File: src/core/pmx_pkg.sv
// Package for the monitor exception and instruction sampling block
`default_nettype none
package pmx_pkg;
   localparam int AW = 8;
   localparam int DW = 32;
   localparam int EAW = 64;
   localparam int ROWS = 8;
   localparam int TOW = 16;
   localparam logic [AW-1:0] OFF_CTL0 = 8'h00;
   localparam logic [AW-1:0] OFF_AUX = 8'h04;
   localparam logic [AW-1:0] OFF_TMO = 8'h08;
   localparam logic [AW-1:0] OFF_STAT = 8'h0c;
   localparam logic [AW-1:0] OFF_SIA_LO = 8'h10;
   localparam logic [AW-1:0] OFF_SIA_HI = 8'h14;
   localparam logic [AW-1:0] OFF_SDA_LO = 8'h18;
   localparam logic [AW-1:0] OFF_SDA_HI = 8'h1c;
   localparam logic [AW-1:0] OFF_SR0_LO = 8'h20;
   localparam logic [AW-1:0] OFF_SR0_HI = 8'h24;
   localparam logic [AW-1:0] OFF_SR1_LO = 8'h28;
   localparam logic [AW-1:0] OFF_MA_VAL = 8'h2c;
   localparam logic [AW-1:0] OFF_MA_MSK = 8'h30;
   localparam logic [AW-1:0] OFF_MA_CTL = 8'h34;
   // Control zero field positions
   localparam int C0_TB_EN = 0;
   localparam int C0_C1_EN = 1;
   localparam int C0_CJ_EN = 2;
   localparam int C0_MONITOR_EXCEPTION_ENABLE = 3;
   // Aux field positions
   localparam int AX_SEL = 0;
   localparam int AX_MARK = 1;
   localparam int AX_MATCH = 4;
   localparam int AX_MASK = 8;
   // Save/restore one bit 33, counted from the msb of 64
   localparam int SR1_SAME = 30;
   // Predecode bit positions: branch, first, split, last
   localparam int PD_B = 3;
   localparam int PD_F = 2;
   localparam int PD_S = 1;
   localparam int PD_L = 0;
   localparam logic [DW-1:0] CTL0_RST = 32'h0000_0000;
   localparam logic [DW-1:0] AUX_RST = 32'h0000_0000;
   localparam logic [TOW-1:0] TMO_RST = 16'h0100;
   typedef enum logic [1:0] {
      PMX_ALL, PMX_UCODE, PMX_ONE_PER, PMX_FIRST_LSU
   } pmx_filt_e;
   typedef struct packed {
      logic valid;
      logic [31:0] instr;
      logic [3:0] pdc;
   } pmx_fetch_s;
   typedef struct packed {
      logic valid;
      logic [3:0] pdc;
      logic tag;
      logic ucode;
      logic first_iop;
      logic first_lsu;
      logic [EAW-1:0] ea;
   } pmx_dec_s;
endpackage : pmx_pkg
`default_nettype wire

File: src/core/pmx_core.sv
// Monitor exception generation, address sampling and instruction marking
//
// The plain strobed port and the register offsets were chosen for this implementation.
`default_nettype none
// What this block does
// [RULE_01] Exception needs trigger, its enable, global enable and external irq enable
// [RULE_02] Trigger enables gate one source; global enable gates all sources
// [RULE_03] Taking the exception clears the global enable, freezing sampled addresses
// [RULE_04] Sampled address registers change only while global enable is one
// [RULE_05] Repeated occurrences keep only the latest sample data
// [RULE_06] Pending exception is taken as soon as irq enable rises, unless higher one
// [RULE_07] Taking the exception clears its pending condition
// [RULE_08] Monitor exception beats every other external interrupt
// [RULE_09] Save/restore zero gets the full next-instruction address
// [RULE_10] Save/restore one bit 33 set when data and instruction samples match
// [RULE_11] Instruction sample holds address of the marked instruction
// [RULE_12] Data sample holds an operand address, not necessarily of marked instruction
// [RULE_13] Fetch-side array hit sets or clears the cached sample tag
// [RULE_14] Decode-side: predecode AND mask equal match passes stage one
// [RULE_15] Selector zero picks decode-side, one picks fetch-side marking
// [RULE_16] Stage two filter codes: all, microcode, one per instruction, first load/store
// [RULE_17] Marking only with sample permit, one marked instruction at a time
// [RULE_18] New mark after completion or programmable timeout
// [RULE_19] Every fetch is compared with all rows; isolated-row hits set predecode bits, marked-row hits set the tag
// [RULE_20] Group-isolate hit sets first and last predecode bits
// [RULE_21] Isolate bits scan-only; software row writes to isolated rows are ignored
// [RULE_22] Tags stay in cache; software flushes after changing matches
// [RULE_23] Pending flag is sticky, set on qualified trigger, cleared on take
module pmx_core
   import pmx_pkg::*;
#(
   parameter int ROW_N = ROWS
) (
   input wire logic clk_sys_in,
   input wire logic reset_in,
   input wire logic [AW-1:0] addr_in,
   input wire logic [DW-1:0] wdata_in,
   input wire logic wr_in,
   input wire logic rd_in,
   output logic [DW-1:0] rdata_out,
   input wire logic tb_bit_in,
   input wire logic ctr1_neg_in,
   input wire logic ctrj_neg_in,
   input wire logic msr_ee_in,
   input wire logic higher_exc_in,
   input wire logic ext_irq_in,
   input wire logic [EAW-1:0] next_ea_in,
   input wire pmx_fetch_s fetch_in,
   input wire pmx_dec_s dec_in,
   input wire logic mark_done_in,
   input wire logic lsu_valid_in,
   input wire logic lsu_marked_in,
   input wire logic [EAW-1:0] lsu_ea_in,
   input wire logic scan_we_in,
   input wire logic [ROW_N-1:0] scan_isolate_in,
   output logic take_out,
   output logic ext_grant_out,
   output logic [EAW-1:0] save_restore_zero_out,
   output logic save_restore_one_same_out,
   output logic [3:0] fetch_pdc_out,
   output logic fetch_tag_out,
   output logic mark_out
);
   localparam int RIW = $clog2(ROW_N);

   logic [DW-1:0] ctl0_q;
   logic [DW-1:0] aux_q;
   logic [TOW-1:0] tmo_q;
   logic pend_q;
   logic tb_q;
   logic [EAW-1:0] sia_q;
   logic [EAW-1:0] sda_q;
   logic same_q;
   logic [EAW-1:0] sr0_q;
   logic sr1_q;
   logic [31:0] ma_val_q;
   logic [31:0] ma_msk_q;
   logic [31:0] row_val_q [ROW_N];
   logic [31:0] row_msk_q [ROW_N];
   logic [ROW_N-1:0] row_mark_q;
   logic [ROW_N-1:0] row_iso_q;
   logic busy_q;
   logic [TOW-1:0] tcnt_q;
   logic [DW-1:0] rdata_q;
   logic take_q;
   logic grant_q;
   logic [3:0] fpdc_q;
   logic ftag_q;
   logic mark_q;

   // Bus decode
   wire logic wr_ctl0 = wr_in && addr_in == OFF_CTL0;
   wire logic wr_aux = wr_in && addr_in == OFF_AUX;
   wire logic wr_tmo = wr_in && addr_in == OFF_TMO;
   wire logic wr_val = wr_in && addr_in == OFF_MA_VAL;
   wire logic wr_msk = wr_in && addr_in == OFF_MA_MSK;
   wire logic wr_mctl = wr_in && addr_in == OFF_MA_CTL;
   wire logic [RIW-1:0] wr_row = wdata_in[RIW-1:0];
   wire logic wr_mark = wdata_in[8];
   wire logic row_open = !row_iso_q[wr_row];
   wire logic commit_row = wr_mctl && row_open; // [RULE_21]

   // Trigger qualification
   wire logic tb_rise = tb_bit_in && !tb_q;
   wire logic monitor_exception_enable = ctl0_q[C0_MONITOR_EXCEPTION_ENABLE];
   wire logic trig_en = (tb_rise && ctl0_q[C0_TB_EN])      // [RULE_02]
      || (ctr1_neg_in && ctl0_q[C0_C1_EN])
      || (ctrj_neg_in && ctl0_q[C0_CJ_EN]);
   wire logic qual = trig_en && monitor_exception_enable; // [RULE_01] [RULE_02]
   wire logic take_w = pend_q && monitor_exception_enable && msr_ee_in      // [RULE_01] [RULE_06]
      && !higher_exc_in;
   wire logic grant_w = ext_irq_in && !take_w; // [RULE_08]

   // Fetch-side row compare
   logic [ROW_N-1:0] hit_w;
   genvar gi;
   generate
      for (gi = 0; gi < ROW_N; gi++) begin : g_row
         assign hit_w[gi] = ((fetch_in.instr ^ row_val_q[gi]) // [RULE_19]
            & row_msk_q[gi]) == 32'h0000_0000;
      end
   endgenerate
   wire logic tag_w = |(hit_w & row_mark_q); // [RULE_13]
   wire logic iso_w = |(hit_w & row_iso_q); // [RULE_20]
   logic [3:0] pdc_w;
   always_comb begin
      pdc_w = fetch_in.pdc;
      if (iso_w) begin
         pdc_w[PD_F] = 1'b1; // [RULE_20]
         pdc_w[PD_L] = 1'b1;
      end
   end

   // Marking stages
   wire logic [3:0] imatch = aux_q[AX_MATCH +: 4];
   wire logic [3:0] imask = aux_q[AX_MASK +: 4];
   wire pmx_filt_e filt = pmx_filt_e'(aux_q[AX_MARK +: 2]);
   wire logic dec_hit = (dec_in.pdc & imask) == imatch; // [RULE_14]
   wire logic st1 = aux_q[AX_SEL] ? dec_in.tag : dec_hit; // [RULE_15]
   logic st2;
   always_comb begin
      unique case (filt) // [RULE_16]
         PMX_ALL: st2 = 1'b1;
         PMX_UCODE: st2 = dec_in.ucode;
         PMX_ONE_PER: st2 = dec_in.first_iop;
         PMX_FIRST_LSU: st2 = dec_in.first_lsu;
      endcase
   end
   wire logic permit = !busy_q; // [RULE_17]
   wire logic mark_w = dec_in.valid && st1 && st2 && permit;
   wire logic tmo_hit = busy_q && tcnt_q >= tmo_q; // [RULE_18]

   // Packed read words
   wire logic [DW-1:0] stat_w = {29'h0, same_q, busy_q, pend_q};
   wire logic [DW-1:0] sr1_w = DW'(sr1_q) << SR1_SAME; // [RULE_10]
   wire logic [DW-1:0] mctl_w = {16'h0, row_iso_q, row_mark_q};

   // Read mux
   logic [DW-1:0] rd_w;
   always_comb begin
      unique case (addr_in)
         OFF_CTL0: rd_w = ctl0_q;
         OFF_AUX: rd_w = aux_q;
         OFF_TMO: rd_w = {16'h0000, tmo_q};
         OFF_STAT: rd_w = stat_w;
         OFF_SIA_LO: rd_w = sia_q[31:0];
         OFF_SIA_HI: rd_w = sia_q[63:32];
         OFF_SDA_LO: rd_w = sda_q[31:0];
         OFF_SDA_HI: rd_w = sda_q[63:32];
         OFF_SR0_LO: rd_w = sr0_q[31:0];
         OFF_SR0_HI: rd_w = sr0_q[63:32];
         OFF_SR1_LO: rd_w = sr1_w;
         OFF_MA_VAL: rd_w = ma_val_q;
         OFF_MA_MSK: rd_w = ma_msk_q;
         OFF_MA_CTL: rd_w = mctl_w;
         default: rd_w = 32'h0000_0000;
      endcase
   end

   // Time-base edge detector
   always_ff @(posedge clk_sys_in) begin
      if (reset_in) begin
         tb_q <= 1'b0;
      end else begin
         tb_q <= tb_bit_in;
      end
   end

   // Control registers
   always_ff @(posedge clk_sys_in) begin
      if (reset_in) begin
         ctl0_q <= CTL0_RST;
         aux_q <= AUX_RST;
         tmo_q <= TMO_RST;
      end else begin
         if (wr_aux) begin
            aux_q <= wdata_in;
         end
         if (wr_tmo) begin
            tmo_q <= wdata_in[TOW-1:0];
         end
         if (take_w) begin
            ctl0_q[C0_MONITOR_EXCEPTION_ENABLE] <= 1'b0; // [RULE_03]
         end else if (wr_ctl0) begin
            ctl0_q <= wdata_in;
         end
      end
   end

   // Pending flag: set wins over the take
   always_ff @(posedge clk_sys_in) begin
      if (reset_in) begin
         pend_q <= 1'b0;
      end else if (qual) begin
         pend_q <= 1'b1; // [RULE_23] [RULE_05]
      end else if (take_w) begin
         pend_q <= 1'b0; // [RULE_07] [RULE_23]
      end
   end

   // Sampled addresses, frozen while disabled
   always_ff @(posedge clk_sys_in) begin
      if (reset_in) begin
         sia_q <= '0;
         sda_q <= '0;
         same_q <= 1'b0;
      end else if (monitor_exception_enable) begin // [RULE_04]
         if (mark_w) begin
            sia_q <= dec_in.ea; // [RULE_11] [RULE_05]
            same_q <= 1'b0; // [RULE_10]
         end
         if (lsu_valid_in) begin
            sda_q <= lsu_ea_in; // [RULE_12]
            same_q <= lsu_marked_in;
         end
      end
   end

   // Save/restore capture on take
   always_ff @(posedge clk_sys_in) begin
      if (reset_in) begin
         sr0_q <= '0;
         sr1_q <= 1'b0;
      end else if (take_w) begin
         sr0_q <= next_ea_in; // [RULE_09]
         sr1_q <= same_q; // [RULE_10]
      end
   end

   // Match array staging and rows
   always_ff @(posedge clk_sys_in) begin
      if (reset_in) begin
         ma_val_q <= '0;
         ma_msk_q <= '0;
         row_mark_q <= '0;
         row_iso_q <= '0;
      end else begin
         if (wr_val) begin
            ma_val_q <= wdata_in;
         end
         if (wr_msk) begin
            ma_msk_q <= wdata_in;
         end
         if (scan_we_in) begin
            row_iso_q <= scan_isolate_in; // [RULE_21]
         end
         if (commit_row) begin
            row_mark_q[wr_row] <= wr_mark; // [RULE_21]
         end
      end
   end

   always_ff @(posedge clk_sys_in) begin
      if (reset_in) begin
         for (int i = 0; i < ROW_N; i++) begin
            row_val_q[i] <= '0;
            row_msk_q[i] <= '1;
         end
      end else if (commit_row) begin
         row_val_q[wr_row] <= ma_val_q;
         row_msk_q[wr_row] <= ma_msk_q;
      end
   end

   // One marked instruction in flight
   always_ff @(posedge clk_sys_in) begin
      if (reset_in) begin
         busy_q <= 1'b0;
         tcnt_q <= '0;
      end else if (mark_w) begin
         busy_q <= 1'b1; // [RULE_17]
         tcnt_q <= '0;
      end else if (mark_done_in || tmo_hit) begin
         busy_q <= 1'b0; // [RULE_18]
         tcnt_q <= '0;
      end else if (busy_q) begin
         tcnt_q <= tcnt_q + 16'h0001;
      end
   end

   // Read data stands for one cycle after the strobe
   always_ff @(posedge clk_sys_in) begin
      if (reset_in) begin
         rdata_q <= '0;
      end else begin
         rdata_q <= rd_in ? rd_w : 32'h0000_0000;
      end
   end

   // Exception pulse and registered grant level
   always_ff @(posedge clk_sys_in) begin
      if (reset_in) begin
         take_q <= 1'b0;
         grant_q <= 1'b0;
      end else begin
         take_q <= take_w;
         grant_q <= grant_w; // [RULE_08]
      end
   end

   // Fetch predecode outputs
   always_ff @(posedge clk_sys_in) begin
      if (reset_in) begin
         fpdc_q <= '0;
         ftag_q <= 1'b0;
      end else begin
         fpdc_q <= fetch_in.valid ? pdc_w : 4'h0;
         ftag_q <= fetch_in.valid && tag_w; // [RULE_13]
      end
   end

   // Mark pulse
   always_ff @(posedge clk_sys_in) begin
      if (reset_in) begin
         mark_q <= 1'b0;
      end else begin
         mark_q <= mark_w; // [RULE_17]
      end
   end

   assign rdata_out = rdata_q;
   assign take_out = take_q;
   assign ext_grant_out = grant_q;
   assign save_restore_zero_out = sr0_q;
   assign save_restore_one_same_out = sr1_q;
   assign fetch_pdc_out = fpdc_q;
   assign fetch_tag_out = ftag_q;
   assign mark_out = mark_q;
endmodule : pmx_core
`default_nettype wire

File: config.mk
export PLATFORM = sky130hd
export DESIGN_NAME = pmx_core
export DESIGN_NICKNAME = d
export VERILOG_FILES = /design/src/core/pmx_pkg.sv /design/src/core/pmx_core.sv
export SDC_FILE = /design/constraint.sdc
export NUM_CORES = 2
export LEC_CHECK = 0
export BUFFER_PORTS_ARGS = -buffer_cell sky130_fd_sc_hd__buf_2
export CORE_UTILIZATION = 54
export CTS_BUF_LIST = sky130_fd_sc_hd__clkbuf_4 sky130_fd_sc_hd__clkbuf_8
export DETAILED_ROUTE_END_ITERATION = 12
export HOLD_SLACK_MARGIN = 0.02
export PLACE_DENSITY = 0.82
export SYNTH_ARGS = -nofsm -noshare
export SYNTH_HDL_FRONTEND = slang
export SYNTH_SLANG_ARGS = --single-unit
File: constraint.sdc
create_clock -name clk_sys_in -period 11.9 [get_ports clk_sys_in]
set_input_delay 2.38 -clock clk_sys_in [delete_from_list [all_inputs] [get_ports clk_sys_in]]
set_output_delay 2.38 -clock clk_sys_in [all_outputs]
set_load 0.01 [all_outputs]
-- Yosys cells after proc, flatten, opt, wreduce, memory -nomap -nowiden
Memories as Yosys holds them, arrays and structs flattened.
Index checks and enable logic that the tools add are counted.
W data, S select, Z words.
- mux-type cells: 27
- add/sub/neg operators: 1
- equal/unequal tests: 17
- bitwise gates (word level): 22
- reductions and logical operators: 55
- magnitude comparators: 3
- operators by type and width (operator ; number):
    $pmux W32 S14 ; 1
    $and A32 B32 Y32 ; 8
    $logic_not A32 Y1 ; 8
    $xor A32 B32 Y32 ; 8
    $mux W32 ; 2
    $reduce_or A32 Y1 ; 2
    $eq A8 B6 Y1 const B ; 6
    $eq A8 B5 Y1 const B ; 4
    $logic_and A1 B1 Y1 ; 22
    $mux W1 ; 18
    $add A16 B1 Y16 const B ; 1
    $and A8 B8 Y8 ; 2
    $eq A8 B4 Y1 const B ; 2
    $ge A16 B16 Y1 ; 1
    $reduce_or A8 Y1 ; 2
    $bwmux W8 ; 1
    $eq A8 B3 Y1 const B ; 1
    $logic_not A8 Y1 ; 1
    $reduce_and A2 Y1 ; 4
    $mux W3 ; 2
    $reduce_bool A2 Y1 ; 3
    $reduce_or A2 Y1 ; 3
    $logic_not A1 Y1 ; 5
    $and A4 B4 Y4 ; 1
    other kinds (12) ; 17
- bits in writable memories: 512
- bits of input ports: 300
- memories kept: 2
- flip-flop bits (word level): 413
- word-level logic and storage cells: 150
- output and inout bits: 105
- memories (name ; depth ; width ; read ports ; clocked after memory_dff ; write ports ; RTL line ; text):
    row_msk_q ; 8 ; 32 ; 8 ; 0 ; 8 ; pmx_core.sv:79 ; logic [31:0] row_msk_q [ROW_N];
    row_val_q ; 8 ; 32 ; 8 ; 0 ; 8 ; pmx_core.sv:78 ; logic [31:0] row_val_q [ROW_N];

-- Depth between registers and ports, before layout
- depth after elaboration: 9
- gate-level depth with buffers: 11
- mapped depth without buffers: 10

-- Worst setup path before layout
OpenSTA, ideal clock, no wires.
- kind: in2reg
- from: input wdata_in[1]
- to: memory row_msk_q[0][0] (enable)
- data required time: 11.318 ns
- data arrival time: 8.570 ns
- setup slack: 2.748 ns
- path buffers: 2
- stages: 5
- cells stage by stage: clkbuf_1 mux4_2 or3_4 buf_6 o31ai_1
- RTL lines (what ; RTL line ; text):
    start: declaration ; pmx_core.sv:37 ; input wire logic [DW-1:0] wdata_in,
    end: declaration ; pmx_core.sv:79 ;

==> out/metrics.cfg <==
[synth]
synth.distinct_cells=54
syn_nets=3996
synth_edf_count=512
syn-instance-count=3679
ys.flop_type=edfxtp_1
synth_area_leaders=edfxtp_1 (39%), dfxtp_1 (21%), nand2_1 (6.9%)
netlist_area_um2=39200
netlist.area_leader.share_pct=39.2
ys_ff_latch=925
async_flop_share_pct=0
ys_seq_area_share_pct=60.3
ys_warn_count=0
yosysTopAreaCell=edfxtp_1
avgSynthCellArea_um2=10.7

[clocking]
clk_root_buffer_cell=clkbuf_8
hold_buffers=0
cts.sinks=925
cts.clk_slew.worst_paths_ns=0.06
clockBufferDepth=3
post_cts_buffers=0
insertion_delay_ns=0.83
cts_resized=0
cts_buffers=145
htreeDepth=4
cts_tree=done

[worst_setup_path]
r2r_slack_ns=8.06
cpPeakStageDelay_ns=0.79
critPathBufInv=2
arrival_ns=6.59
start_kind=input pin
path_max_fanout=73
endpoint=row_val_q[7][23]$_SDFFCE_PN0P_
path_cells=buf_2 > nor2_1 > nand2_1 > nor3_4 > nand2_1 > nor3b_2 > nand2b_2 > buf_4 > nor2_2 > and2_1
rr_startpoint=row_iso_q[7]$_SDFFE_PP0P_
critPathLaunch=addr_in[0]
cp.required_ns=12.57
cpMaxStageDelayCell=nor2_2
r2r-end=row_val_q[7][23]$_SDFFCE_PN0P_
crit_cells=10
cp_top_family=simple AND/OR/NAND/NOR gates
reg2regPathDepth=6
cp-end-kind=register
cpMostUsedCell=nand2_1
critPathKind=input pin to register

[floorplan]
core_region_area_um2=71700
die_x_um=272
die_y_um=272
rows=98
die-area_um2=73700
initial_core_util_pct=54.7
ioPinCount=405

[worst_hold_path]
hp-class=register to register

[grt]
grt-ovfl-total=0
grt_use_total_pct=33.8
antenna_found_initial=24
grt_first_pass_wirelength_um=184000
grt_pass1_vias=29300
grt_max_degree=91

[timing]
clock_skew_ns=0.0453
setup_ws_ns=5.98
post-route-min-period_ns=5.92
tns_ns=0
fmax_ghz=0.169
maxSlewViolCount=0
finalSetupViolations=0
fin_crit_sh_pct=49.8
hold_ws_ns=0.454
worstMarginPinSlew_ns=1.30
relSlewSlack_pct=13.1
hold_violations=0
rsz0062_at_grt=no

[cells_and_area]
syn2layout_area_growth_pct=14.3
layout.nets=4305
multiInputGateArea_um2=14500
mostFrequentLayoutCells=nand2_1 (715), edfxtp_1 (512), dfxtp_1 (413), buf_2 (403), a21oi_1 (352)
drive_gt1_share_pct=18.1
fillers=5503
seq_area_um2=23600
final_common_cell=nand2_1

[power]
powerDensity_nw_per_um2=145
p_leak_nw=15.6
vdd_drop_max_mv=0.121
p_total_w=0.00651

[place]
place_ws_ns=5.40
io_buffers=404
place.gp.congestion=0.934
hpwl_um=84500

[detailed_routing]
drt_iter0_markers=4755
vias=30900
drc=0
firstDrtPassIters=8
wirelength_um=127000
routedWlPerCell_um=25.0
via_per_inst=6.09
drtAntennaViolNets=0

[job]
drv_cap=0

[status]
status=finished, final reports clean

[layer usage]
metal	GRT usage, %	vias to the layer above	share of wire [%]
met1	42.9	14500	34
met4	20.5	8	6.5
met3	9.16	450	14
li1	-	13500	-
met5	0	-	0.032
met2	51.9	2432	45
[cells by family after synthesis]
logic type,after synthesis,share of synthesized area [%]
mux,34,0.931
fa+ha+maj,17,0.542
buf+inv,316,3.13
simple gates,1425,18.0
compound gates,687,11.0
flops,925,60.3
xor+xnor,275,6.14
[synthesized netlist by cell type, types with 32 or more instances]
| cell type | n |
|---|---|
| a222oi_1 | 35 |
| and2_1 | 253 |
| buf_1 | 49 |
| a221oi_1 | 36 |
| nand2_1 | 717 |
| mux2i_1 | 32 |
| nand2b_1 | 165 |
| a21oi_1 | 352 |
| xor2_1 | 270 |
| a22oi_1 | 173 |
| nor2_1 | 54 |
| clkbuf_1 | 218 |
| dfxtp_1 | 413 |
| edfxtp_1 | 512 |
| nand4_1 | 44 |
| or3_1 | 96 |
[state kept, by name, summed over array words and instances, names as in the netlist]
| name | count |
|---|---|
| fetch_pdc_out | 4 |
| save_restore_one_same_out | 1 |
| ctl0_q | 32 |
| pend_q | 1 |
| rdata_out | 32 |
| ext_grant_out | 1 |
| fetch_tag_out | 1 |
| tcnt_q | 16 |
| take_out | 1 |
| sda_q | 64 |
| row_mark_q | 8 |
| row_iso_q | 8 |
| row_val_q | 256 |
| aux_q | 32 |
| save_restore_zero_out | 64 |
| busy_q | 1 |
| tmo_q | 16 |
| ma_msk_q | 32 |
| mark_out | 1 |
| row_msk_q | 256 |
| ma_val_q | 32 |
| tb_q | 1 |
| sia_q | 64 |
| same_q | 1 |
[how the worst min path moves through the flow]
stage                     cells past startpoint                       to               startpoint
after floorplan                               2   sia_q[32]$_SDFFE_PP0P_   sia_q[32]$_SDFFE_PP0P_
after global placement                        2  ctl0_q[18]$_SDFFE_PP0P_  ctl0_q[18]$_SDFFE_PP0P_
after detailed placement                      2  ctl0_q[21]$_SDFFE_PP0P_  ctl0_q[21]$_SDFFE_PP0P_
after CTS                                     2  ctl0_q[21]$_SDFFE_PP0P_  ctl0_q[21]$_SDFFE_PP0P_
after global routing                          2   aux_q[24]$_SDFFE_PP0P_   aux_q[24]$_SDFFE_PP0P_
final                                         2   sda_q[48]$_SDFFE_PP0P_   sda_q[48]$_SDFFE_PP0P_
[final cells by class]
class	count	share of cell area, %
clock inverters	40	0.667
flip-flops and latches	925	52.7
repair buffers	452	5.33
multi-input cells	2438	32.2
clock buffers	224	6.07
diodes	19	0.106
well taps	950	2.65
inverters	26	0.218
[power by group]
part	internal [W]	switching, W
Clock	0.00152	0.00126
Combinational	0.0000978	0.000198
Sequential	0.00341	0.0000243
[worst reg2reg max path: stages (launching register included)]
cell and delay (ns):
dfxtp_1 0.48, mux4_2 0.55, nor3b_2 0.34, nand2b_2 0.73, buf_4 0.55, nor2_2 0.80, and2_1 0.26
[stage by stage]
| stage | instances | utilization [%] | area, um^2 |
|---|---|---|---|
| floorplan | 3679 | - | 39200 |
| global placement | 4791 | 58.2 | 41800 |
| detailed placement | 4791 | 58.2 | 41800 |
| CTS | 5055 | 62.5 | 44800 |
| global route | 5069 | 62.5 | 44800 |
| finish | 5074 | 62.5 | 44800 |
Power figures use the tool's default switching activity.
